`config.mk`:
```
export PLATFORM = sky130hd
export DESIGN_NAME = interrupt_enable_flag_logic
export DESIGN_NICKNAME = d
export VERILOG_FILES = /design/src/irq_flag_pkg.sv /design/src/interrupt_enable_flag_logic.sv
export SDC_FILE = /design/constraint.sdc
export NUM_CORES = 1
export LEC_CHECK = 0
export CORE_MARGIN = 5
export CORE_UTILIZATION = 56
export CTS_BUF_LIST = sky130_fd_sc_hd__clkbuf_16
export DETAILED_ROUTE_END_ITERATION = 16
export DONT_BUFFER_PORTS = 1
export GPL_TIMING_DRIVEN = 0
export PLACE_DENSITY = 0.74
export SLEW_MARGIN = 25
export SYNTH_ARGS = -nofsm -noshare
export SYNTH_HDL_FRONTEND = slang
export SYNTH_SLANG_ARGS = --single-unit
export TNS_END_PERCENT = 30
```
`constraint.sdc`:
```
create_clock -name hclk -period 1.9 [get_ports hclk]
set_input_delay 0.095 -clock hclk [delete_from_list [all_inputs] [get_ports hclk]]
set_output_delay 0.095 -clock hclk [all_outputs]
set_load 0.02 [all_outputs]
```
`src/irq_flag_pkg.sv`:
```
// Constants and carrier types for the interrupt enable and flag block
package irq_flag_pkg;

    // ****************************************************
    // Register indexes (byte address is four times index)
    // ****************************************************
    localparam logic [7:0] IDX_CTRL_STATUS_A = 8'h0B;
    localparam logic [7:0] IDX_CTRL_STATUS_B = 8'h8B;
    localparam logic [7:0] IDX_PERIPH_FLAGS  = 8'h0C;
    localparam logic [7:0] IDX_PERIPH_ENABLES = 8'h8C;
    localparam logic [7:0] IDX_EVENT_STATUS  = 8'h40;
    localparam logic [7:0] IDX_EVENT_MASK    = 8'h41;
    localparam logic [7:0] IDX_EDGE_CONFIG   = 8'h42;

    // ****************************************************
    // Bus decode fields
    // ****************************************************
    localparam int IDX_LSB  = 2;
    localparam int IDX_MSB  = 9;
    localparam int HIGH_LSB = 10;

    // ****************************************************
    // Field positions of the control/status register
    // ****************************************************
    localparam int GLOBAL_EN_BIT  = 7;
    localparam int PERIPH_EN_BIT  = 6;
    localparam int TIMER_EN_BIT   = 5;
    localparam int EXT_EN_BIT     = 4;
    localparam int PORT_EN_BIT    = 3;
    localparam int TIMER_FLAG_BIT = 2;
    localparam int EXT_FLAG_BIT   = 1;
    localparam int PORT_FLAG_BIT  = 0;

    // Comparator bit in both peripheral registers
    localparam int CMP_BIT = 6;

    // Edge configuration: 1 selects rising edge
    localparam int EDGE_RISING_BIT = 0;

    // ****************************************************
    // Reset values and fixed values
    // ****************************************************
    localparam logic [7:0]  CTRL_STATUS_RESET = 8'h00;
    localparam logic [3:0]  EVENT_RESET       = 4'h0;
    localparam logic        EDGE_RESET        = 1'b1;
    localparam logic [7:0]  TIMER_TOP         = 8'hFF;
    localparam logic [7:0]  TIMER_BOTTOM      = 8'h00;
    localparam logic [1:0]  HRESP_OKAY        = 2'h0;

    // ****************************************************
    // Carrier types
    // ****************************************************
    typedef struct packed {
        logic cmp;
        logic port;
        logic ext;
        logic timer;
    } irq_events_t;

    typedef struct packed {
        logic       valid;
        logic       write;
        logic       in_range;
        logic [7:0] idx;
    } bus_phase_t;

endpackage

```
`src/interrupt_enable_flag_logic.sv`:
```
// Interrupt enable and flag logic with AHB-Lite register slave
//
// Summary of operation
// RULE_01: Every flag sets on its event whatever its enable or the master enable.
// RULE_02: The master enable at bit 7 passes unmasked requests to core_irq_req and blocks them all when clear, but does not gate irq.
// RULE_03: The control register holds all enables and flags but the comparator's; the event status and event mask bits for irq sit in their own registers.
// RULE_04: The control register answers identically at two indexes.
// RULE_05: The external enable at bit 4 passes or masks the external request.
// RULE_06: The port-change flag at bit 0 sets on any upper port pin change until cleared.
// RULE_07: The comparator enable register has one writable enable at bit 6.
// RULE_08: The comparator flag at bit 6 sets on a comparator change and is writable.
// RULE_09: Other bits of both comparator registers read zero and ignore writes.
// RULE_10: Software should clear a pending flag before setting its enable.
// RULE_11: The core request is the master enable and any enabled pending source.
// RULE_12: The timer flag sets on wrap to zero, the external flag on the chosen edge.
`timescale 1ns/1ps
`default_nettype none

module interrupt_enable_flag_logic (
    input  wire logic        hclk,
    input  wire logic        hresetn,
    input  wire logic        hsel,
    input  wire logic [31:0] haddr,
    input  wire logic [1:0]  htrans,
    input  wire logic        hwrite,
    input  wire logic [2:0]  hsize,
    input  wire logic [31:0] hwdata,
    input  wire logic        hready,
    output logic      [31:0] hrdata,
    output logic             hreadyout,
    output logic      [1:0]  hresp,
    input  wire logic [7:0]  timer_zero,
    input  wire logic        ext_irq_pin,
    input  wire logic [3:0]  upper_port_pins,
    input  wire logic [1:0]  cmp_out,
    output logic             core_irq_req,
    output logic             irq
);

    // ****************************************************
    // Bus slave
    // ****************************************************
    irq_flag_pkg::bus_phase_t dp_reg;
    logic                     rd_wait_reg;
    logic [31:0]              hrdata_reg;
    logic                     accept;
    logic                     wr_en;
    logic [7:0]               wdata;
    logic [7:0]               rd_mux;

    assign accept = hsel && htrans[1] && hready;
    assign wr_en = dp_reg.valid && dp_reg.write && hready
                   && dp_reg.in_range;
    assign wdata = hwdata[7:0];
    assign hreadyout = !(dp_reg.valid && rd_wait_reg);
    assign hresp = irq_flag_pkg::HRESP_OKAY;
    assign hrdata = hrdata_reg;

    always_ff @(posedge hclk or negedge hresetn) begin
        if (!hresetn) begin
            dp_reg      <= '0;
            rd_wait_reg <= 1'b0;
        end else if (accept) begin
            dp_reg.valid    <= 1'b1;
            dp_reg.write    <= hwrite;
            dp_reg.in_range <= ~|haddr[31:irq_flag_pkg::HIGH_LSB];
            dp_reg.idx      <= haddr[irq_flag_pkg::IDX_MSB:
                                     irq_flag_pkg::IDX_LSB];
            rd_wait_reg     <= !hwrite;
        end else begin
            if (hready) begin
                dp_reg.valid <= 1'b0;
            end
            rd_wait_reg <= 1'b0;
        end
    end

    // Read data loaded in the wait cycle of each read
    always_ff @(posedge hclk or negedge hresetn) begin
        if (!hresetn) begin
            hrdata_reg <= 32'h0000_0000;
        end else if (dp_reg.valid && rd_wait_reg) begin
            hrdata_reg <= {24'h00_0000, rd_mux};
        end
    end

    // ****************************************************
    // Input synchronisers and event detection
    // ****************************************************
    logic       ext_s1_reg;
    logic       ext_s2_reg;
    logic       ext_prev_reg;
    logic [3:0] port_s1_reg;
    logic [3:0] port_s2_reg;
    logic [3:0] port_prev_reg;
    logic [7:0] timer_prev_reg;
    logic [1:0] cmp_prev_reg;
    logic       edge_rising_reg;
    irq_flag_pkg::irq_events_t ev;

    always_ff @(posedge hclk or negedge hresetn) begin
        if (!hresetn) begin
            ext_s1_reg   <= 1'b0;
            ext_s2_reg   <= 1'b0;
            ext_prev_reg <= 1'b0;
        end else begin
            ext_s1_reg   <= ext_irq_pin;
            ext_s2_reg   <= ext_s1_reg;
            ext_prev_reg <= ext_s2_reg;
        end
    end

    always_ff @(posedge hclk or negedge hresetn) begin
        if (!hresetn) begin
            port_s1_reg   <= 4'h0;
            port_s2_reg   <= 4'h0;
            port_prev_reg <= 4'h0;
        end else begin
            port_s1_reg   <= upper_port_pins;
            port_s2_reg   <= port_s1_reg;
            port_prev_reg <= port_s2_reg;
        end
    end

    always_ff @(posedge hclk or negedge hresetn) begin
        if (!hresetn) begin
            timer_prev_reg <= irq_flag_pkg::TIMER_BOTTOM;
            cmp_prev_reg   <= 2'h0;
        end else begin
            timer_prev_reg <= timer_zero;
            cmp_prev_reg   <= cmp_out;
        end
    end

    always_comb begin
        ev.timer = (timer_prev_reg == irq_flag_pkg::TIMER_TOP)
                   && (timer_zero == irq_flag_pkg::TIMER_BOTTOM); // RULE_12
        ev.ext   = edge_rising_reg ? (ext_s2_reg && !ext_prev_reg)
                                   : (!ext_s2_reg && ext_prev_reg); // RULE_12
        ev.port  = |(port_s2_reg ^ port_prev_reg); // RULE_06
        ev.cmp   = |(cmp_out ^ cmp_prev_reg); // RULE_08
    end

    // ****************************************************
    // Register file
    // ****************************************************
    logic [7:0] ctrl_reg;
    logic [7:0] ctrl_next;
    logic       cmp_flag_reg;
    logic       cmp_flag_next;
    logic       cmp_en_reg;
    logic [3:0] evt_status_reg;
    logic [3:0] evt_status_next;
    logic [3:0] evt_mask_reg;
    logic       wr_ctrl;

    assign wr_ctrl = wr_en
        && (dp_reg.idx == irq_flag_pkg::IDX_CTRL_STATUS_A
            || dp_reg.idx == irq_flag_pkg::IDX_CTRL_STATUS_B); // RULE_04

    // Flag set wins over a clearing write
    always_comb begin
        ctrl_next = wr_ctrl ? wdata : ctrl_reg; // RULE_03
        ctrl_next[irq_flag_pkg::TIMER_FLAG_BIT] =
            ctrl_next[irq_flag_pkg::TIMER_FLAG_BIT] | ev.timer; // RULE_01
        ctrl_next[irq_flag_pkg::EXT_FLAG_BIT] =
            ctrl_next[irq_flag_pkg::EXT_FLAG_BIT] | ev.ext; // RULE_01
        ctrl_next[irq_flag_pkg::PORT_FLAG_BIT] =
            ctrl_next[irq_flag_pkg::PORT_FLAG_BIT] | ev.port; // RULE_06
    end

    always_ff @(posedge hclk or negedge hresetn) begin
        if (!hresetn) begin
            ctrl_reg <= irq_flag_pkg::CTRL_STATUS_RESET;
        end else begin
            ctrl_reg <= ctrl_next;
        end
    end

    always_comb begin
        cmp_flag_next = cmp_flag_reg;
        if (wr_en && dp_reg.idx == irq_flag_pkg::IDX_PERIPH_FLAGS) begin
            cmp_flag_next = wdata[irq_flag_pkg::CMP_BIT]; // RULE_09
        end
        cmp_flag_next = cmp_flag_next | ev.cmp; // RULE_08
    end

    always_ff @(posedge hclk or negedge hresetn) begin
        if (!hresetn) begin
            cmp_flag_reg <= 1'b0;
        end else begin
            cmp_flag_reg <= cmp_flag_next;
        end
    end

    always_ff @(posedge hclk or negedge hresetn) begin
        if (!hresetn) begin
            cmp_en_reg <= 1'b0;
        end else if (wr_en
                     && dp_reg.idx == irq_flag_pkg::IDX_PERIPH_ENABLES) begin
            cmp_en_reg <= wdata[irq_flag_pkg::CMP_BIT]; // RULE_07
        end
    end

    always_ff @(posedge hclk or negedge hresetn) begin
        if (!hresetn) begin
            edge_rising_reg <= irq_flag_pkg::EDGE_RESET;
            evt_mask_reg    <= irq_flag_pkg::EVENT_RESET;
        end else if (wr_en) begin
            if (dp_reg.idx == irq_flag_pkg::IDX_EDGE_CONFIG) begin
                edge_rising_reg <= wdata[irq_flag_pkg::EDGE_RISING_BIT];
            end
            if (dp_reg.idx == irq_flag_pkg::IDX_EVENT_MASK) begin
                evt_mask_reg <= wdata[3:0];
            end
        end
    end

    // Sticky event status, write one to clear, set wins
    always_comb begin
        evt_status_next = evt_status_reg;
        if (wr_en && dp_reg.idx == irq_flag_pkg::IDX_EVENT_STATUS) begin
            evt_status_next = evt_status_reg & ~wdata[3:0];
        end
        evt_status_next = evt_status_next | ev;
    end

    always_ff @(posedge hclk or negedge hresetn) begin
        if (!hresetn) begin
            evt_status_reg <= irq_flag_pkg::EVENT_RESET;
        end else begin
            evt_status_reg <= evt_status_next;
        end
    end

    always_comb begin
        rd_mux = 8'h00;
        if (dp_reg.in_range) begin
            case (dp_reg.idx)
                irq_flag_pkg::IDX_CTRL_STATUS_A,
                irq_flag_pkg::IDX_CTRL_STATUS_B: begin
                    rd_mux = ctrl_reg; // RULE_04
                end
                irq_flag_pkg::IDX_PERIPH_FLAGS: begin
                    rd_mux[irq_flag_pkg::CMP_BIT] = cmp_flag_reg; // RULE_09
                end
                irq_flag_pkg::IDX_PERIPH_ENABLES: begin
                    rd_mux[irq_flag_pkg::CMP_BIT] = cmp_en_reg; // RULE_09
                end
                irq_flag_pkg::IDX_EVENT_STATUS: begin
                    rd_mux = {4'h0, evt_status_reg};
                end
                irq_flag_pkg::IDX_EVENT_MASK: begin
                    rd_mux = {4'h0, evt_mask_reg};
                end
                irq_flag_pkg::IDX_EDGE_CONFIG: begin
                    rd_mux = {7'h00, edge_rising_reg};
                end
                default: begin
                    rd_mux = 8'h00;
                end
            endcase
        end
    end

    // ****************************************************
    // Request outputs
    // ****************************************************
    logic any_src;
    always_comb begin
        any_src =
            (ctrl_reg[irq_flag_pkg::TIMER_EN_BIT]
             && ctrl_reg[irq_flag_pkg::TIMER_FLAG_BIT])
            || (ctrl_reg[irq_flag_pkg::EXT_EN_BIT]
                && ctrl_reg[irq_flag_pkg::EXT_FLAG_BIT]) // RULE_05
            || (ctrl_reg[irq_flag_pkg::PORT_EN_BIT]
                && ctrl_reg[irq_flag_pkg::PORT_FLAG_BIT])
            || (ctrl_reg[irq_flag_pkg::PERIPH_EN_BIT]
                && cmp_en_reg && cmp_flag_reg); // RULE_11
    end

    assign core_irq_req = ctrl_reg[irq_flag_pkg::GLOBAL_EN_BIT]
                          && any_src; // RULE_02
    assign irq = |(evt_status_reg & evt_mask_reg);
endmodule

`default_nettype wire

```
Word-level counts from Yosys, hierarchy flattened

Index checks and enable logic that the tools add are counted.

Flip-flop bits (word level): 64
Input port bits: 89
Output and inout port bits: 37
Word-level logic and storage cells: 87

Equal/unequal tests: 8
Muxes and demuxes: 11
Bitwise logic cells: 10
Reductions and logical operators: 37

Operator list:

| kind                 | number |
|---|---|
| $eq A8 B7 Y1 const B | 3 |
| $eq A8 B8 Y1 const B | 3 |
| $pmux W6 S4          | 1 |
| $reduce_or A22 Y1    | 1 |
| $logic_and A1 B1 Y1  | 19 |
| $eq A8 B4 Y1 const B | 2 |
| $and A4 B4 Y4        | 2 |
| $logic_not A8 Y1     | 1 |
| $mux W8              | 1 |
| $reduce_or A4 Y1     | 2 |
| $mux W1              | 6 |
| $logic_not A1 Y1     | 5 |
| $logic_or A1 B1 Y1   | 4 |
| $mux W4              | 1 |
| $not A4 Y4           | 1 |
| $or A1 B1 Y1         | 4 |
| $or A4 B4 Y4         | 1 |
| $reduce_and A2 Y1    | 2 |
| $reduce_or A2 Y1     | 2 |
| $xor A4 B4 Y4        | 1 |
| $mux W3              | 1 |
| $pmux W1 S3          | 1 |
| $reduce_bool A2 Y1   | 1 |
| $xor A2 B2 Y2        | 1 |

Logic depth before layout (Yosys ltp)

Gate-level depths: netlist (run 1).

Depth in word-level cells: 6
Gate-level depth with buffers: 6
Mapped depth without buffers: 4

Worst setup path after synthesis (run 1)

Ideal clock, no wire load.

Path type: register to register
From: register dp_reg[3] in the netlist's numbering
To: register evt_mask_reg[0]
Library setup time: 0.125 ns
Data arrival time: 1.931 ns
Data required time: 1.775 ns
Path slack: -0.156 ns
Cell stages (with the launch flop): 6
Buffers on the path: 2
Clock period less this slack: 2.056 ns
Path through: dfrtp_1 or4b_1 buf_2 or4_4 buf_6 mux2_4

Word-level cells in the longest chain between the ends: 2

RTL lines:

| what                        | RTL line                           | RTL |
|---|---|---|
| start, declared             | interrupt_enable_flag_logic.sv:43  | `irq_flag_pkg::bus_phase_t dp_reg;` |
| $eq A8 B7 Y1                | interrupt_enable_flag_logic.sv:213 | `if (dp_reg.idx == irq_flag_pkg::IDX_EVENT_MASK) begin` |
| $reduce_and A2 Y1 (no line) | -                                  |  |
| end signal, assigned        | interrupt_enable_flag_logic.sv:208 | `evt_mask_reg <= irq_flag_pkg::EVENT_RESET;` |
| end signal, assigned        | interrupt_enable_flag_logic.sv:214 | `evt_mask_reg <= wdata[3:0];` |
| end, declared               | interrupt_enable_flag_logic.sv:154 | `logic [3:0] evt_mask_reg;` |

Every way passes these cells.
A chain may end at the register's enable or synchronous reset.

Worst setup path after layout (run 1)

From: register dp_reg[7] in the netlist's numbering
To: register evt_mask_reg[0]

Same word-level chain as after synthesis.

==> flow_summary.yaml, run 1 <==
outcome:
  status: "finished, violations left"
  failed_checks: "setup timing"
grt:
  grt_pass1_vias: 1999
  met1_usage_pct: 22.7
  grt_max_degree: 65
  grt_usage_pct: 20.0
  met2_usage_pct: 33.8
  grt-ovfl-total: 0
  top_usage_layer: "met2"
  grt_use_met3_pct: 4.85
  grt_pass1_wl_um: 9450
  antenna_found_initial: 0
floorplan:
  ioPinCount: 126
  std_cell_rows: 25
  die_area_um2: 6390
  core_um2: 4720
  initial_core_util_pct: 58.0
  die_y_um: 80.0
  die_w_um: 80.0
logic_synthesis:
  seq_area_frac_synth_pct: 58.5
  avgSynthCellArea_um2: 12.0
  synth_ff_type: "dfrtp_1"
  ys_types: 42
  synthArstFlopShare_pct: 100
  synth_area_leaders: "dfrtp_1, buf_4, mux2_2"
  synthesis.area_um2: 2740
  synth_top_area_share_pct: 57.5
  synth_area_leader_cell: "dfrtp_1"
  ys_seq_elements: 64
  yosysWarnings: 0
  synth-edff-count: 0
  syn_inst: 228
timing:
  fin_skew_ps: 7.34
  timing.fmax_mhz: 509
  rsz0062_at_grt: "true"
  post-route-period-util_pct: 103
  period_needed_ps: 1970
  hold_violations: 0
  setup_viol: 4
  drv_slew: 0
  relSlewSlack_pct: 51.7
  worst_slew_pin_slew_ps: 718
  fin_ws_ps: -65.4
detailed_routing:
  drtAntennaViolNets: 0
  drc: 0
  drtIter0Drc: 196
  vias: 1975
  avgViaCountPerCell: 5.22
  wl_per_cell_um: 15.9
  wirelength_um: 6020
  first_pass_iters: 4
cts:
  htree_num_levels: 3
  cts_tree: "done"
  cts_root_buf: "clkbuf_16"
  clk_path_buf_depth: 2
  cts_made_buffers: 9
  clk_latency_ps: 330
  clk_pin_slew_ps: 50
  cts_num_sinks: 64
critical_path:
  start_kind: "register"
  worstPathMaxFanout: 4
  required_ps: 2110
  r2r-end: "evt_mask_reg[0]"
  worstPathArrival_ps: 2180
  worst_r2r_path_depth: 4
  reg2reg_slack_ps: -70
  end_kind: "register"
  critical_path_class: "reg -> reg"
  r2r_start: "dp_reg[7]"
finish:
  final_nets: 395
  diodes: 0
  final_cell_mix: "dfrtp_1, dlygate4sd3_1, buf_4"
  largest_reg_flops: 11
  instances_no_fill: 378
  area_delta_synth_final_pct: 34.7
  final_common_cell: "dfrtp_1"
  drive_gt1_share_pct: 26.7
power_and_ir_drop:
  power_per_cell_area_nw_per_um2: 888
  cellLeakagePower_nw: 1.63
  worst_ir_drop_vdd_uv: 789
hold_path:
  hold_end: "ctrl_reg[0]"
  hp-class: "in -> reg"
  hold_start: "hwdata[0]"
  whs_path_depth: 3
placed_design:
  dp_cells: 320
  place_ws_ps: -232
  io_buffers: 0
  gp_congestion: 0.827
  place_hpwl_um: 3840
flow_run:
  drv_cap: 0
==> stage by stage <==
step           instance area (um^2)  utilization, %  hold WS (ps)  TNS (ps)  power [mW]
2_1_floorplan                  2840               -          -201      -486        1.69
3_5_place_dp                   2930            61.9          -199     -3980        1.72
6_report                       3690            78.2          8.61      -256        3.28
4_1_cts                        3670            77.7          1.66      -260        3.28
3_3_place_gp                   2930            61.9          -199     -3520        1.72
5_1_grt                        3690            78.2          5.04      -732        3.42
==> report_power, final <==
group          switching [mW]  internal (mW)  total (mW)  leakage, nW
clock                   0.559          0.865        1.42        0.128
sequential             0.0512           1.43        1.48        0.781
combinational           0.183          0.190       0.373        0.718
total                   0.793           2.49        3.28         1.63
==> worst max-delay path, stage by stage (launching register included) <==
cell	delay, ps
dfrtp_1	380
or4b_1	540
buf_6	150
or4_4	480
mux2_4	320
==> synthesized netlist by cell type, types with 2 or more instances <==
cell,number
dfrtp_1,63
buf_4,26
nand2_1,21
mux2_2,16
o21ai_0,10
nor4_1,9
nand3_1,7
nor2_1,7
xnor2_1,6
clkbuf_1,5
inv_1,5
nand4_1,5
mux2_4,4
mux2i_1,4
a21o_1,3
a222oi_1,3
a22oi_1,3
nor3_1,3
a211o_1,2
or2_2,2
or4_1,2
or4b_1,2
==> worst max path at each step <==
| stage | slack [ps] | cells after the start | startpoint | endpoint |
|---|---|---|---|---|
| global route | -90 | 4 | dp_reg[7] | evt_mask_reg[1] |
| global placement | -240 | 5 | dp_reg[2] | evt_status_reg[0] |
| CTS | -50 | 4 | dp_reg[3] | evt_mask_reg[0] |
| detailed placement | -230 | 5 | dp_reg[5] | ctrl_reg[1] |
| floorplan | -80 | 5 | dp_reg[2] | evt_mask_reg[0] |
| finish | -70 | 4 | dp_reg[7] | evt_mask_reg[0] |
==> logic make-up (layout without fill, tap and decap cells) <==
group	count (synthesis)	after routing	share of synthesized area [%]
flip-flops	64	64	58.5
other	1	26	0.137
XOR/XNOR	6	6	1.92
buffers and inverters	39	96	9.22
multiplexers	24	24	10.2
AO/OA/AOI/OAI	29	29	7.39
AND/OR/NAND/NOR	65	66	12.6
==> per-layer routing <==
layer	wire (um)	part of all wire, %
met1	2340	39
met2	3140	52
met3	386	6.4
met4	146	2.4
met5	0	0
==> cell type report <==
class	instances	area, um^2
flip-flops and latches	64	1600
multi-input cells	151	1050
fillers	304	1030
repair buffers	45	457
clock buffers	9	225
plain buffers	30	218
well taps	67	83.8
clock inverters	7	40.0
inverters	5	18.8
==> timing repair <==
action,4_1_cts,5_1_grt
buffers inserted,6,0
hold endpoints to repair,108,0
endpoints found under the setup margin,24,20
pin swaps,3,6
cloned,1,0
hold buffers,40,0
gates resized for setup,6,10
Power figures use the tool's default switching activity.
==> run 2, diff against run 1 <==
--- a/config.mk
+++ b/config.mk
@@ -11,6 +11,7 @@
 export DETAILED_ROUTE_END_ITERATION = 16
 export DONT_BUFFER_PORTS = 1
 export GPL_TIMING_DRIVEN = 0
+export HOLD_SLACK_MARGIN = 0.15
 export PLACE_DENSITY = 0.74
 export SLEW_MARGIN = 25
 export SYNTH_ARGS = -nofsm -noshare
==> run 2 against run 1 <==
The flow now finishes without violations. Clock power barely moved. Worst setup slack improved by 74 ps. Die area did not move. Clock skew barely moved. Via count fell by 0.96%. Largest cell class unchanged. Fmax rose by 3.9%. Non-clock buffer count rose by 1. Critical endpoint unchanged. Critical path depth fell by 1. Core utilization rose by 0.45 points.
==> flow_summary.yaml, run 2 (same netlist as run 1, synthesis figures left out) <==
floorplan:
  die_y_um: 80.0
  initial_core_util_pct: 58.0
  ioPinCount: 126
  die_w_um: 80.0
  core_um2: 4720
  die_area_um2: 6390
  std_cell_rows: 25
outcome:
  status: "finished clean"
power_and_ir_drop:
  power_per_cell_area_nw_per_um2: 888
  cellLeakagePower_nw: 1.63
  power_mw: 3.30
  worst_ir_drop_vdd_uv: 791
critical_path:
  worstPathMaxFanout: 4
  crit_cells: 3
  cp_slowest_stage_delay_ps: 580
  required_ps: 2110
  critical_path.slowest_cell: "or4b_4"
  reg2reg_slack_ps: 9
  path_buf_inv: 0
  worstPathArrival_ps: 2100
  end_kind: "register"
  r2r-end: "evt_mask_reg[0]"
  worst_r2r_path_depth: 3
  setup.worst_path.start: "dp_reg[3]"
  critical_path_class: "reg -> reg"
  crit_path_end: "evt_mask_reg[0]"
  path_cells: "or4b_4, or4_4, mux2_4"
  critPathTopFamily: "simple AND/OR/NAND/NOR gates"
  r2r_start: "dp_reg[3]"
  start_kind: "register"
hold_path:
  hp-class: "in -> reg"
detailed_routing:
  drc: 0
  drtAntennaViolNets: 0
  drtIter0Drc: 163
  avgViaCountPerCell: 5.16
  wl_per_cell_um: 16.3
  wirelength_um: 6160
  first_pass_iters: 4
  vias: 1956
grt:
  grt_pass1_vias: 2017
  grt-ovfl-total: 0
  grt_usage_pct: 20.7
  antenna_found_initial: 0
  grt_max_degree: 65
  grt_pass1_wl_um: 9730
timing:
  tns_ps: 0
  worst_slew_pin_slew_ps: 725
  fin_ws_ps: 8.91
  relSlewSlack_pct: 51.3
  fin_skew_ps: 7.45
  setup_viol: 0
  timing.fmax_mhz: 529
  post-route-period-util_pct: 99.5
  rsz0062_at_grt: "true"
  hold_ws_ps: 263
  hold_violations: 0
  period_needed_ps: 1890
  drv_slew: 0
cts:
  clk_pin_slew_ps: 50
  cts_num_sinks: 64
  cts_tree: "done"
  cts_made_buffers: 9
  clk_latency_ps: 330
  htree_num_levels: 3
  clk_path_buf_depth: 2
  cts_root_buf: "clkbuf_16"
finish:
  area_delta_synth_final_pct: 35.5
  multi_input_area_um2: 1060
  largest_reg_flops: 11
  drive_gt1_share_pct: 26.9
  instances_no_fill: 379
  final_common_cell: "dfrtp_1"
  fillerInstances: 302
  final_cell_mix: "dfrtp_1, dlygate4sd3_1, buf_4"
  diodes: 0
  final_nets: 396
  register_area_um2: 1600
flow_run:
  drv_cap: 0
placed_design:
  place_hpwl_um: 3840
  place_ws_ps: -232
  gp_congestion: 0.827
  dp_cells: 320
  io_buffers: 0
[run 2: report_power, final]
part	switching (mW)	internal (mW)
clock	0.557	0.865
sequential	0.0583	1.43
combinational	0.188	0.198
[run 2: stage by stage]
step | cell area [um^2] | utilization, %
2_1_floorplan | 2840 | -
3_3_place_gp | 2930 | 61.9
3_5_place_dp | 2930 | 61.9
4_1_cts | 3700 | 78.3
5_1_grt | 3710 | 78.6
6_report | 3710 | 78.6
[run 2: routing by layer]
| metal | share of wire [%] | track usage (%) |
|---|---|---|
| met5 | 0 | 0 |
| met4 | 2.5 | 12.2 |
| met3 | 6.4 | 4.97 |
| met2 | 52 | 35.1 |
| met1 | 39 | 23.5 |
[run 2: repair_timing]
item	in CTS	in global routing
endpoints found under the hold margin	110	0
hold buffers	43	0
pin swaps	3	6
setup endpoints to repair	24	21
cloned	1	0
buffers inserted	6	0
resized for setup	6	11
[run 2: worst reg2reg max path, delay by kind of cell (launching register included)]
kind             cells  cell delay, ps
flip-flops           1             380
AND/OR/NAND/NOR      2            1080
multiplexers         1             320
[run 2: final cells by class]
| class | count | share of cell area [%] |
|---|---|---|
| tap | 67 | 2.26 |
| multi-input combinational | 151 | 28.5 |
| clock inverter | 7 | 1.08 |
| buffer | 28 | 5.46 |
| clock buffer | 9 | 6.06 |
| inverter | 5 | 0.505 |
| timing repair buffer | 48 | 13.0 |
| sequential | 64 | 43.1 |
[run 2: how the worst min path moves through the flow]
stage            start               to  slack, ps  depth (start not counted)
2_1_floorplan  hresetn       cmp_en_reg       -200                          0
3_3_place_gp   hresetn   port_s1_reg[0]       -200                          0
3_5_place_dp   hresetn   port_s1_reg[0]       -200                          0
4_1_cts         hready  evt_mask_reg[3]        250                          3
5_1_grt         hready  evt_mask_reg[2]        260                          3
6_report        hready  evt_mask_reg[3]        260                          3
